File: src/rtl/dpc_pkg.sv
/*
 Package for the device permission check: field widths, encodings, status and carrier structs.
 Assumes a single 20 MHz unit clock and a synchronous active-low reset.
*/
package dpc_pkg;

   localparam int           PA_W          = 48;
   localparam int           VIRTUAL_MACHINE_ID_W        = 16;
   localparam int           SID_W         = 32;
   localparam int           DATA_W        = 32;
   localparam int           ADDR_W        = 8;
   localparam int           CACHE_N       = 4;
   localparam int           CACHE_IX_W    = 2;
   localparam int           GRAN_SHIFT    = 12;

   localparam logic [ADDR_W-1:0] OFF_ID      = 8'h00;
   localparam logic [ADDR_W-1:0] OFF_CTRL    = 8'h04;
   localparam logic [ADDR_W-1:0] OFF_NS_PS   = 8'h08;
   localparam logic [ADDR_W-1:0] OFF_RL_PS   = 8'h0C;
   localparam logic [ADDR_W-1:0] OFF_STATUS  = 8'h10;
   localparam logic [ADDR_W-1:0] OFF_ENABLE  = 8'h14;
   localparam logic [ADDR_W-1:0] OFF_CLEAR   = 8'h18;
   localparam logic [ADDR_W-1:0] OFF_COUNT   = 8'h1C;

   localparam int CTRL_NS_EN  = 0;
   localparam int CTRL_RL_EN  = 1;
   localparam int CTRL_FLUSH  = 2;
   localparam int ID_NS_SUP   = 0;
   localparam int ID_RL_SUP   = 1;
   localparam logic NS_SUPPORT = 1'b1;
   localparam logic RL_SUPPORT = 1'b1;

   localparam int EV_ACCESS_FAULT = 0;
   localparam int EV_LOOKUP_FAULT = 1;
   localparam int EV_BAD_ENTRY    = 2;
   localparam int EV_W            = 3;

   localparam logic [1:0] VM_POL_00 = 2'h0;
   localparam logic [1:0] VM_POL_01 = 2'h1;
   localparam logic [1:0] VM_POL_10 = 2'h2;
   localparam logic [1:0] ACCESS_CTL_00 = 2'h0;
   localparam logic [1:0] ACCESS_CTL_01 = 2'h1;
   localparam logic [1:0] ACCESS_CTL_10 = 2'h2;
   localparam logic [1:0] ACC_NONE  = 2'h0;
   localparam logic [1:0] ATS_OFF   = 2'h0;
   localparam logic [1:0] ATS_SPLIT = 2'h2;
   localparam logic [1:0] REG_EL1   = 2'h1;
   localparam logic [5:0] PS_RESET  = 6'h30;

   typedef enum logic [4:0] {
      DPC_IDLE   = 5'b00001,
      DPC_LOOKUP = 5'b00010,
      DPC_WAIT   = 5'b00100,
      DPC_CHECK  = 5'b01000,
      DPC_DONE   = 5'b10000
   } dpc_state_t;

   typedef struct packed {
      logic [PA_W-1:0]   addr;
      logic [SID_W-1:0]  sid;
      logic              realm;
      logic              write;
      logic              coherent;
      logic              use_table;
      logic [1:0]        regime;
      logic [1:0]        ats_mode;
      logic [1:0]        vm_policy;
      logic [VIRTUAL_MACHINE_ID_W-1:0] stage2_vm_identifier;
   } dpc_req_t;

   typedef struct packed {
      logic              lookup_fault;
      logic              level0_none;
      logic [1:0]        acc;
      logic              w;
      logic [1:0]        access_control_field;
      logic [VIRTUAL_MACHINE_ID_W-1:0] virtual_machine_id;
   } dpc_desc_t;

   typedef struct packed {
      logic              valid;
      logic              realm;
      logic [SID_W-1:0]  sid;
      logic [PA_W-GRAN_SHIFT-1:0] page;
      dpc_desc_t         desc;
   } dpc_entry_t;

   typedef struct packed {
      logic              fwd;
      logic              access_fault;
      logic              lookup_fault;
      logic              bad_stream_entry_error;
      logic              out_ns;
   } dpc_res_t;

endpackage : dpc_pkg

File: src/rtl/dpc_check.sv
/*
 Device permission check with permission cache, table fetch port and AXI4-Lite registers.
 Assumes the table walker answers each fetch with one descriptor pulse, the pipeline holds
 its request until taken, and AXI4-Lite masters follow the usual channel rules.
*/
`timescale 1ns/10ps
// Contract
// - Table use allowed only for EL1-regime streams; otherwise report bad stream entry.
// - Separate Non-secure and Realm tables, each enabled and looked up apart.
// - Lookup gives no access, access for specific identifiers, or access for any.
// - Streams with ATS off or split-stage need no table and pass unchecked.
// - Support for each security state is reported by its own identification flag.
// - No-access results deny the access and never enter the permission cache.
// - Addresses beyond the configured physical size are no access and fault.
// - Level 0 no-access entry or no-access level 1 field gives an access fault.
// - A write to a region with write permit clear faults.
// - Fully-coherent transactions treat the write permit bit as set.
// - Identifier match need follows policy and access control; Realm uses policy zero.
// - Required identifier mismatch against the stage 2 identifier faults.
// - A lookup fault takes priority and suppresses the access fault.
// - Non-secure table accesses always output to Non-secure space.
// - Realm table outputs Non-secure for control 01 or 10, else Realm.
// - Output space does not depend on the identifier match policy.
// - Write-only permission is treated as read and write.
// - Cache entries are indexed by security state, stream identifier and output address.
module dpc_check
   import dpc_pkg::*;
(
   input  wire logic              aclk,
   input  wire logic              aresetn,
   input  wire logic              req_valid,
   output logic                   req_ready,
   input  wire dpc_req_t          req,
   output logic                   res_valid,
   input  wire logic              res_ready,
   output dpc_res_t               res,
   output logic                   fetch_valid,
   output logic [PA_W-1:0]        fetch_addr,
   output logic                   fetch_realm,
   input  wire logic              desc_valid,
   input  wire dpc_desc_t         desc,
   input  wire logic [ADDR_W-1:0] s_axi_awaddr,
   input  wire logic              s_axi_awvalid,
   output logic                   s_axi_awready,
   input  wire logic [DATA_W-1:0] s_axi_wdata,
   input  wire logic [3:0]        s_axi_wstrb,
   input  wire logic              s_axi_wvalid,
   output logic                   s_axi_wready,
   output logic [1:0]             s_axi_bresp,
   output logic                   s_axi_bvalid,
   input  wire logic              s_axi_bready,
   input  wire logic [ADDR_W-1:0] s_axi_araddr,
   input  wire logic              s_axi_arvalid,
   output logic                   s_axi_arready,
   output logic [DATA_W-1:0]      s_axi_rdata,
   output logic [1:0]             s_axi_rresp,
   output logic                   s_axi_rvalid,
   input  wire logic              s_axi_rready,
   output logic                   irq
);

   typedef struct packed {
      dpc_state_t              st;
      dpc_req_t                rq;
      dpc_desc_t               dsc;
      dpc_res_t                res;
      logic                    res_valid;
      logic                    fetch_valid;
      dpc_entry_t [CACHE_N-1:0] cache;
      logic [CACHE_IX_W-1:0]   victim;
      logic [2:0]              ctrl;
      logic [5:0]              ns_ps;
      logic [5:0]              rl_ps;
      logic [EV_W-1:0]         status;
      logic [EV_W-1:0]         enable;
      logic [15:0]             faults;
      logic                    aw_got;
      logic                    w_got;
      logic [ADDR_W-1:0]       awaddr;
      logic [DATA_W-1:0]       wdata;
      logic                    bvalid;
      logic                    rvalid;
      logic [DATA_W-1:0]       rdata;
      logic [1:0]              rresp;
      logic [1:0]              bresp;
   } dpc_regs_t;

   dpc_regs_t r;
   dpc_regs_t next_r;

   ////////////////////////////////////////////////////////////////////////////////////////////

   // Returns true when the address lies outside the configured physical size.
   function automatic logic out_of_range(input logic [PA_W-1:0] a, input logic [5:0] ps);
      logic [PA_W-1:0] lim;
      lim = '1;
      if (ps < 6'(PA_W)) begin
         lim = (PA_W'(1) << ps) - PA_W'(1);
      end
      return a > lim;
   endfunction : out_of_range

   // Returns true when the identifier must match for this policy and access control.
   function automatic logic vm_required(input logic [1:0] pol, input logic [1:0] ctl);
      logic req_m;
      req_m = 1'b0;
      case (pol)
         VM_POL_00: req_m = (ctl == ACCESS_CTL_00) || (ctl == ACCESS_CTL_01);
         VM_POL_01: req_m = (ctl == ACCESS_CTL_00);
         default:   req_m = 1'b0;
      endcase
      return req_m;
   endfunction : vm_required

   // Evaluates a descriptor against the held request.
   function automatic dpc_res_t evaluate(input dpc_req_t q, input dpc_desc_t d);
      dpc_res_t o;
      logic     wperm;
      logic     none;
      logic [1:0] pol;
      o = '0;
      wperm = d.w | q.coherent;
      none = d.level0_none || (d.acc == ACC_NONE);
      pol = q.realm ? VM_POL_00 : q.vm_policy;
      if (d.lookup_fault) begin
         o.lookup_fault = 1'b1;
      end else if (none) begin
         o.access_fault = 1'b1;
      end else if (q.write && !wperm) begin
         o.access_fault = 1'b1;
      end else if (vm_required(pol, d.access_control_field) &&
                   (d.virtual_machine_id != q.stage2_vm_identifier)) begin
         o.access_fault = 1'b1;
      end
      o.out_ns = !q.realm || (d.access_control_field == ACCESS_CTL_01) ||
                 (d.access_control_field == ACCESS_CTL_10);
      o.fwd = !o.access_fault && !o.lookup_fault;
      return o;
   endfunction : evaluate

   ////////////////////////////////////////////////////////////////////////////////////////////

   logic [CACHE_N-1:0] hit_vec;
   logic               hit;
   dpc_desc_t          hit_desc;

   genvar gi;
   generate
      for (gi = 0; gi < CACHE_N; gi++) begin : g_hit
         assign hit_vec[gi] = r.cache[gi].valid && (r.cache[gi].realm == r.rq.realm) &&
                              (r.cache[gi].sid == r.rq.sid) &&
                              (r.cache[gi].page == r.rq.addr[PA_W-1:GRAN_SHIFT]);
      end
   endgenerate

   always_comb begin
      hit_desc = '0;
      for (int i = 0; i < CACHE_N; i++) begin
         if (hit_vec[i]) begin
            hit_desc = r.cache[i].desc;
         end
      end
   end
   assign hit = |hit_vec;

   ////////////////////////////////////////////////////////////////////////////////////////////

   logic            tbl_en;
   logic            in_range_fault;
   logic [EV_W-1:0] ev;
   logic            do_write;
   logic            do_read;

   assign tbl_en = r.rq.realm ? (r.ctrl[CTRL_RL_EN] && RL_SUPPORT) :
                                (r.ctrl[CTRL_NS_EN] && NS_SUPPORT);
   assign in_range_fault = out_of_range(r.rq.addr, r.rq.realm ? r.rl_ps : r.ns_ps);
   assign do_write = r.aw_got && r.w_got && !r.bvalid;
   assign do_read  = s_axi_arvalid && !r.rvalid;

   always_comb begin
      next_r = r;
      ev = '0;
      case (r.st)
         DPC_IDLE: begin
            if (req_valid) begin
               next_r.rq = req;
               next_r.st = DPC_LOOKUP;
            end
         end
         DPC_LOOKUP: begin
            next_r.res = '0;
            next_r.res.out_ns = !r.rq.realm;
            next_r.st = DPC_DONE;
            next_r.res_valid = 1'b1;
            if (!r.rq.use_table || (r.rq.ats_mode == ATS_OFF) ||
                (r.rq.ats_mode == ATS_SPLIT)) begin
               next_r.res.fwd = 1'b1;
            end else if (r.rq.regime != REG_EL1) begin
               next_r.res.bad_stream_entry_error = 1'b1;
               ev[EV_BAD_ENTRY] = 1'b1;
            end else if (!tbl_en) begin
               next_r.res.fwd = 1'b1;
            end else if (in_range_fault) begin
               next_r.res.access_fault = 1'b1;
               ev[EV_ACCESS_FAULT] = 1'b1;
            end else if (hit) begin
               next_r.res = evaluate(r.rq, hit_desc);
               ev[EV_ACCESS_FAULT] = next_r.res.access_fault;
            end else begin
               next_r.res_valid = 1'b0;
               next_r.fetch_valid = 1'b1;
               next_r.st = DPC_WAIT;
            end
         end
         DPC_WAIT: begin
            next_r.fetch_valid = 1'b0;
            if (desc_valid) begin
               next_r.dsc = desc;
               next_r.st = DPC_CHECK;
            end
         end
         DPC_CHECK: begin
            next_r.res = evaluate(r.rq, r.dsc);
            next_r.res_valid = 1'b1;
            next_r.st = DPC_DONE;
            ev[EV_ACCESS_FAULT] = next_r.res.access_fault;
            ev[EV_LOOKUP_FAULT] = next_r.res.lookup_fault;
            if (!r.dsc.lookup_fault && !r.dsc.level0_none && (r.dsc.acc != ACC_NONE)) begin
               next_r.cache[r.victim] = '{valid: 1'b1, realm: r.rq.realm, sid: r.rq.sid,
                                          page: r.rq.addr[PA_W-1:GRAN_SHIFT], desc: r.dsc};
               next_r.victim = r.victim + CACHE_IX_W'(1);
            end
         end
         DPC_DONE: begin
            if (res_ready) begin
               next_r.res_valid = 1'b0;
               next_r.st = DPC_IDLE;
            end
         end
         default: begin
            next_r.st = DPC_IDLE;
         end
      endcase

      if (s_axi_awvalid && !r.aw_got) begin
         next_r.aw_got = 1'b1;
         next_r.awaddr = s_axi_awaddr;
      end
      if (s_axi_wvalid && !r.w_got) begin
         next_r.w_got = 1'b1;
         next_r.wdata = s_axi_wdata;
      end
      next_r.ctrl[CTRL_FLUSH] = 1'b0;
      if (do_write) begin
         next_r.aw_got = 1'b0;
         next_r.w_got = 1'b0;
         next_r.bvalid = 1'b1;
         next_r.bresp = 2'h0;
         case (r.awaddr)
            OFF_CTRL:   next_r.ctrl = r.wdata[2:0];
            OFF_NS_PS:  next_r.ns_ps = r.wdata[5:0];
            OFF_RL_PS:  next_r.rl_ps = r.wdata[5:0];
            OFF_ENABLE: next_r.enable = r.wdata[EV_W-1:0];
            OFF_CLEAR:  next_r.status = r.status & ~r.wdata[EV_W-1:0];
            OFF_ID, OFF_STATUS, OFF_COUNT: next_r.bresp = 2'h0;
            default:    next_r.bresp = 2'h2;
         endcase
      end
      if (next_r.ctrl[CTRL_FLUSH]) begin
         for (int i = 0; i < CACHE_N; i++) begin
            next_r.cache[i].valid = 1'b0;
         end
      end
      next_r.status = next_r.status | ev;
      if (ev[EV_ACCESS_FAULT] && (r.faults != 16'hFFFF)) begin
         next_r.faults = r.faults + 16'h0001;
      end
      if (r.bvalid && s_axi_bready) begin
         next_r.bvalid = 1'b0;
      end

      if (do_read) begin
         next_r.rvalid = 1'b1;
         next_r.rresp = 2'h0;
         next_r.rdata = '0;
         case (s_axi_araddr)
            OFF_ID: begin
               next_r.rdata[ID_NS_SUP] = NS_SUPPORT;
               next_r.rdata[ID_RL_SUP] = RL_SUPPORT;
            end
            OFF_CTRL:   next_r.rdata[2:0] = r.ctrl;
            OFF_NS_PS:  next_r.rdata[5:0] = r.ns_ps;
            OFF_RL_PS:  next_r.rdata[5:0] = r.rl_ps;
            OFF_STATUS: next_r.rdata[EV_W-1:0] = r.status;
            OFF_ENABLE: next_r.rdata[EV_W-1:0] = r.enable;
            OFF_CLEAR:  next_r.rdata = '0;
            OFF_COUNT:  next_r.rdata[15:0] = r.faults;
            default:    next_r.rresp = 2'h2;
         endcase
      end else if (r.rvalid && s_axi_rready) begin
         next_r.rvalid = 1'b0;
      end
   end

   always_ff @(posedge aclk) begin
      if (!aresetn) begin
         r       <= '0;
         r.st    <= DPC_IDLE;
         r.ns_ps <= PS_RESET;
         r.rl_ps <= PS_RESET;
      end else begin
         r <= next_r;
      end
   end

   ////////////////////////////////////////////////////////////////////////////////////////////

   assign req_ready     = (r.st == DPC_IDLE);
   assign res_valid     = r.res_valid;
   assign res           = r.res;
   assign fetch_valid   = r.fetch_valid;
   assign fetch_addr    = r.rq.addr;
   assign fetch_realm   = r.rq.realm;
   assign s_axi_awready = !r.aw_got;
   assign s_axi_wready  = !r.w_got;
   assign s_axi_bvalid  = r.bvalid;
   assign s_axi_bresp   = r.bresp;
   assign s_axi_arready = !r.rvalid;
   assign s_axi_rvalid  = r.rvalid;
   assign s_axi_rdata   = r.rdata;
   assign s_axi_rresp   = r.rresp;
   assign irq           = |(r.status & r.enable);

endmodule : dpc_check

File: config.mk
export PLATFORM = sky130hd
export DESIGN_NAME = dpc_check
export DESIGN_NICKNAME = d
export VERILOG_FILES = /design/src/rtl/dpc_pkg.sv /design/src/rtl/dpc_check.sv
export SDC_FILE = /design/constraint.sdc
export NUM_CORES = 2
export LEC_CHECK = 0
export ABC_CLOCK_PERIOD_IN_PS = 6800
export BUFFER_PORTS_ARGS = -buffer_cell sky130_fd_sc_hd__clkbuf_2
export CAP_MARGIN = 20
export CORE_ASPECT_RATIO = 1.4
export CORE_MARGIN = 5
export CORE_UTILIZATION = 56
export CTS_CLUSTER_SIZE = 40
export DETAILED_ROUTE_END_ITERATION = 6
export PLACE_DENSITY_LB_ADDON = 0.05
export SYNTH_ARGS = -nofsm -noshare
export SYNTH_HDL_FRONTEND = slang
export SYNTH_SLANG_ARGS = --single-unit
File: constraint.sdc
create_clock -name aclk -period 6.8 [get_ports aclk]
set_input_delay 0.68 -clock aclk [delete_from_list [all_inputs] [get_ports aclk]]
set_output_delay 0.68 -clock aclk [all_outputs]
set_load 0.01 [all_outputs]
==> flow_metrics.py <==
metrics = {
    "power_and_ir_drop": {
        "p_int_uw": 5690,
        "seq_power_share_pct": 46.3,
        "leakagePower_uw": 0.0120,
        "power.total_uw": 7830,
        "swShare_pct": 27.3,
        "switchingPower_uw": 2140,
        "ir_drop_v": 0.000206,
        "p_per_area_nw_per_um2": 240,
        "clockPowerShare_pct": 41.8,
        "p_comb_share_pct": 11.9,
    },
    "setup_path": {
        "cpPeakStageDelay_ns": 0.53,
        "crit_fanout": 17,
        "crit_required_ns": 7.34,
        "cp.arrival_ns": 6.86,
        "cp_slowest_cell": "or4_1",
        "crit_path_start_kind": "flip-flop",
        "endpoint_kind": "flip-flop",
        "rrSetupSlack_ns": 0.48,
        "crit_type": "flip-flop to flip-flop",
    },
    "global_route": {
        "grt_max_degree": 204,
        "grt_pass1_vias": 25200,
        "grt-ovfl-total": 0,
        "antenna_found_initial": 2,
        "grt_pass1_wl_um": 151000,
        "grt_use_total_pct": 33.5,
    },
    "finish": {
        "final_cell_count_no_fill": 4734,
        "nets": 4224,
        "drive_above_1_share_pct": 11.4,
        "areaGrowthSynthToFinish_pct": 10.2,
    },
    "synth": {
        "synth.largest_area_cell": "dfxtp_1",
        "synthDistinctLibCells": 75,
        "ys.warnings.count": 0,
        "synthArstFlopShare_pct": 0,
        "synth_edf_count": 0,
        "yosys_register_bits": 587,
        "ys.flop_type": "dfxtp_1",
        "yosysTopAreaCellShare_pct": 39.7,
        "synth_area_leaders": "dfxtp_1 (40%), nand2_1 (13%), a21oi_1 (9.4%), xnor2_1 (6.4%), nand2b_1 (3.6%)",
        "netlist_area_um2": 29600,
        "syn_avg_cell_area_um2": 7.50,
        "synthCells": 3952,
        "ys_seq_area_share_pct": 39.7,
    },
    "flow_run": {
        "maxCapViolCount": 0,
    },
    "floorplan": {
        "core_um2": 52300,
        "initial_core_util_pct": 56.7,
        "placementRows": 99,
        "dieHeight_um": 282,
        "die_w_um": 204,
        "io_pins": 290,
        "die_area_um2": 57700,
    },
    "route": {
        "vias_per_cell": 5.81,
        "drtIter0Drc": 2498,
        "detail-route-antenna-nets": 0,
        "num_vias": 27500,
        "first_pass_iters": 6,
        "wire_per_inst_um": 21.3,
        "drc": 0,
        "totalWireLength_um": 101000,
    },
    "timing": {
        "hold_viol": 0,
        "tightest_slew_ns": 1.14,
        "fin_tns_setup_ns": 0,
        "max_slew_margin_pct": 24.2,
        "finClkSkew_ns": 0.0211,
        "rsz0062_at_grt": "false",
        "fin_crit_sh_pct": 92.9,
        "fmaxAchievable_mhz": 158,
        "min_period_ns": 6.32,
        "setup_violations": 0,
        "slew_violations": 0,
    },
    "worst_hold_path": {
        "hold_path.class": "primary input to flip-flop",
    },
    "cts": {
        "path_clk_slew_ns": 0.06,
        "hold_buffers": 0,
        "htreeDepth": 2,
        "clkLatencyLatePin_ns": 0.63,
        "cts_resized": 0,
        "clock-sinks": 587,
        "clock-root-buffer": "clkbuf_16",
        "post_cts_buffers": 0,
        "clockBufferDepth": 3,
        "cts_tree": "yes",
        "cts_buffers": 57,
    },
    "placement": {
        "io_buffers": 240,
        "globalplace.congestion": 1.01,
        "placed_cells": 4627,
        "dp_hpwl_um": 71700,
    },
    "status": {
        "outcome": "finished clean",
    },
}
## layout by cell type (no fill, tap or decap), types with 5 or more instances in the layout
cell type and count:
nand2_1 1058, dfxtp_1 586, a21oi_1 557, clkbuf_2 240, xnor2_1 217, nand2b_1 169
nor2_1 155, nand4_1 152, buf_4 84, inv_1 81, nor4_1 65, clkbuf_16 57
nand3_1 54, ha_1 54, o21ai_0 49, nor3_1 41, mux2i_1 39, xor2_1 35
a22oi_1 21, o2111ai_1 20, a31oi_1 19, and3_1 19, conb_1 18, clkinv_2 18
o22ai_1 14, a21o_1 13, mux2_2 12, or3_1 11, nor2b_1 10, o21a_1 10
clkbuf_8 9, clkbuf_1 9, a211oi_1 7, or4_1 7, and4_1 7, nand2_4 6
bufinv_16 6, and2_4 5, o31ai_1 5
## worst max-delay path, delay by kind of cell, from the launching register on
kind | cells | cell delay [ns]
compound gates | 8 | 1.47
mux | 1 | 0.49
fa+ha+maj | 2 | 0.54
flops | 1 | 0.48
simple gates | 15 | 2.94
buf+inv | 2 | 0.31
## cells by family (layout without fill, tap and decap cells)
family	count (synthesis)	in the layout	synth area share, %
AO/OA/AOI/OAI	759	759	14.2
XOR/XNOR	252	252	7.45
adder cells (fa/ha/maj)	54	54	2.28
buffers and inverters	457	511	7.04
flip-flops	587	587	39.7
multiplexers	52	52	1.85
other	1	22	0.0127
AND/OR/NAND/NOR	1790	1790	27.5
## layer usage
metal  global-route usage (%)  wire length [um]  share of wire [%]
met1                     43.7             41200                 41
met2                     55.7             47600                 47
met3                     4.00              6770                6.7
met4                     15.6              5430                5.4
met5                        0                 0                  0
## flip-flops by register name (all words and copies together), names as in the netlist
name / flops
fetch_addr: 48
r: 511
fetch_realm: 1
res_valid: 1
res: 5
fetch_valid: 1
s_axi_rdata: 16
s_axi_bvalid: 1
s_axi_rvalid: 1
s_axi_bresp: 1
s_axi_rresp: 1
## power groups by stage
stage	clock, uW	combinational, uW	sequential (uW)
after global routing	3440	999	3630
after global placement	0	914	3700
final	3280	932	3620
after CTS	3310	919	3620
after detailed placement	0	915	3700
after floorplan	0	644	3600
## layout make-up
cell class | instances | area (um2)
Timing Repair Buffer | 326 | 1870
Sequential cell | 587 | 11800
Tap cell | 707 | 885
Clock buffer | 75 | 1580
Antenna cell | 4 | 10.0
Inverter | 82 | 315
Clock inverter | 28 | 314
Fill cell | 4989 | 19600
Multi-Input combinational cell | 2925 | 15900
## synth_stat cells, types with 4 or more instances
| cell | number |
|---|---|
| a22o_1 | 4 |
| inv_1 | 82 |
| xnor2_1 | 217 |
| xor2_1 | 35 |
| nor2b_1 | 10 |
| o31ai_1 | 5 |
| nor4_1 | 66 |
| or4_1 | 7 |
| dfxtp_1 | 587 |
| and2_1 | 9 |
| a21oi_1 | 557 |
| o21a_1 | 10 |
| buf_2 | 15 |
| a21o_1 | 13 |
| buf_1 | 4 |
| and3_1 | 19 |
| or3_1 | 11 |
| nand4b_1 | 4 |
| nor2_1 | 155 |
| nor3b_1 | 4 |
| o22ai_1 | 14 |
| nand2b_1 | 169 |
| nand4_1 | 152 |
| a211oi_1 | 7 |
| mux2i_1 | 39 |
| clkbuf_1 | 264 |
| o2111ai_1 | 20 |
| and4_1 | 7 |
| buf_4 | 90 |
| nand3_1 | 54 |
| a311oi_1 | 4 |
| o21ai_0 | 49 |
| a22oi_1 | 21 |
| mux2_2 | 12 |
| o221ai_1 | 4 |
| ha_1 | 54 |
| nand2_1 | 1063 |
| a31oi_1 | 19 |
| nor3_1 | 42 |
## stage by stage
stage | cell area, um2 | hold slack (ns) | util, % | worst slack, ns
floorplan | 29700 | 0.431 | - | 0.632
global placement | 30700 | 0.439 | 58.8 | 0.335
detailed placement | 30700 | 0.442 | 58.8 | 0.264
CTS | 32600 | 0.224 | 62.4 | 0.221
global route | 32700 | 0.247 | 62.5 | 0.0650
finish | 32700 | 0.245 | 62.5 | 0.482
## final timing paths
| check | to | cells after the start | startpoint |
|---|---|---|---|
| max | r[85] | 28 | fetch_realm |
| max reg2reg | r[85] | 28 | fetch_realm |
| min reg2reg | r[230] | 2 | r[230] |
| min | s_axi_rvalid | 2 | s_axi_rready |
Note: power is estimated with default switching activity, not from simulation.
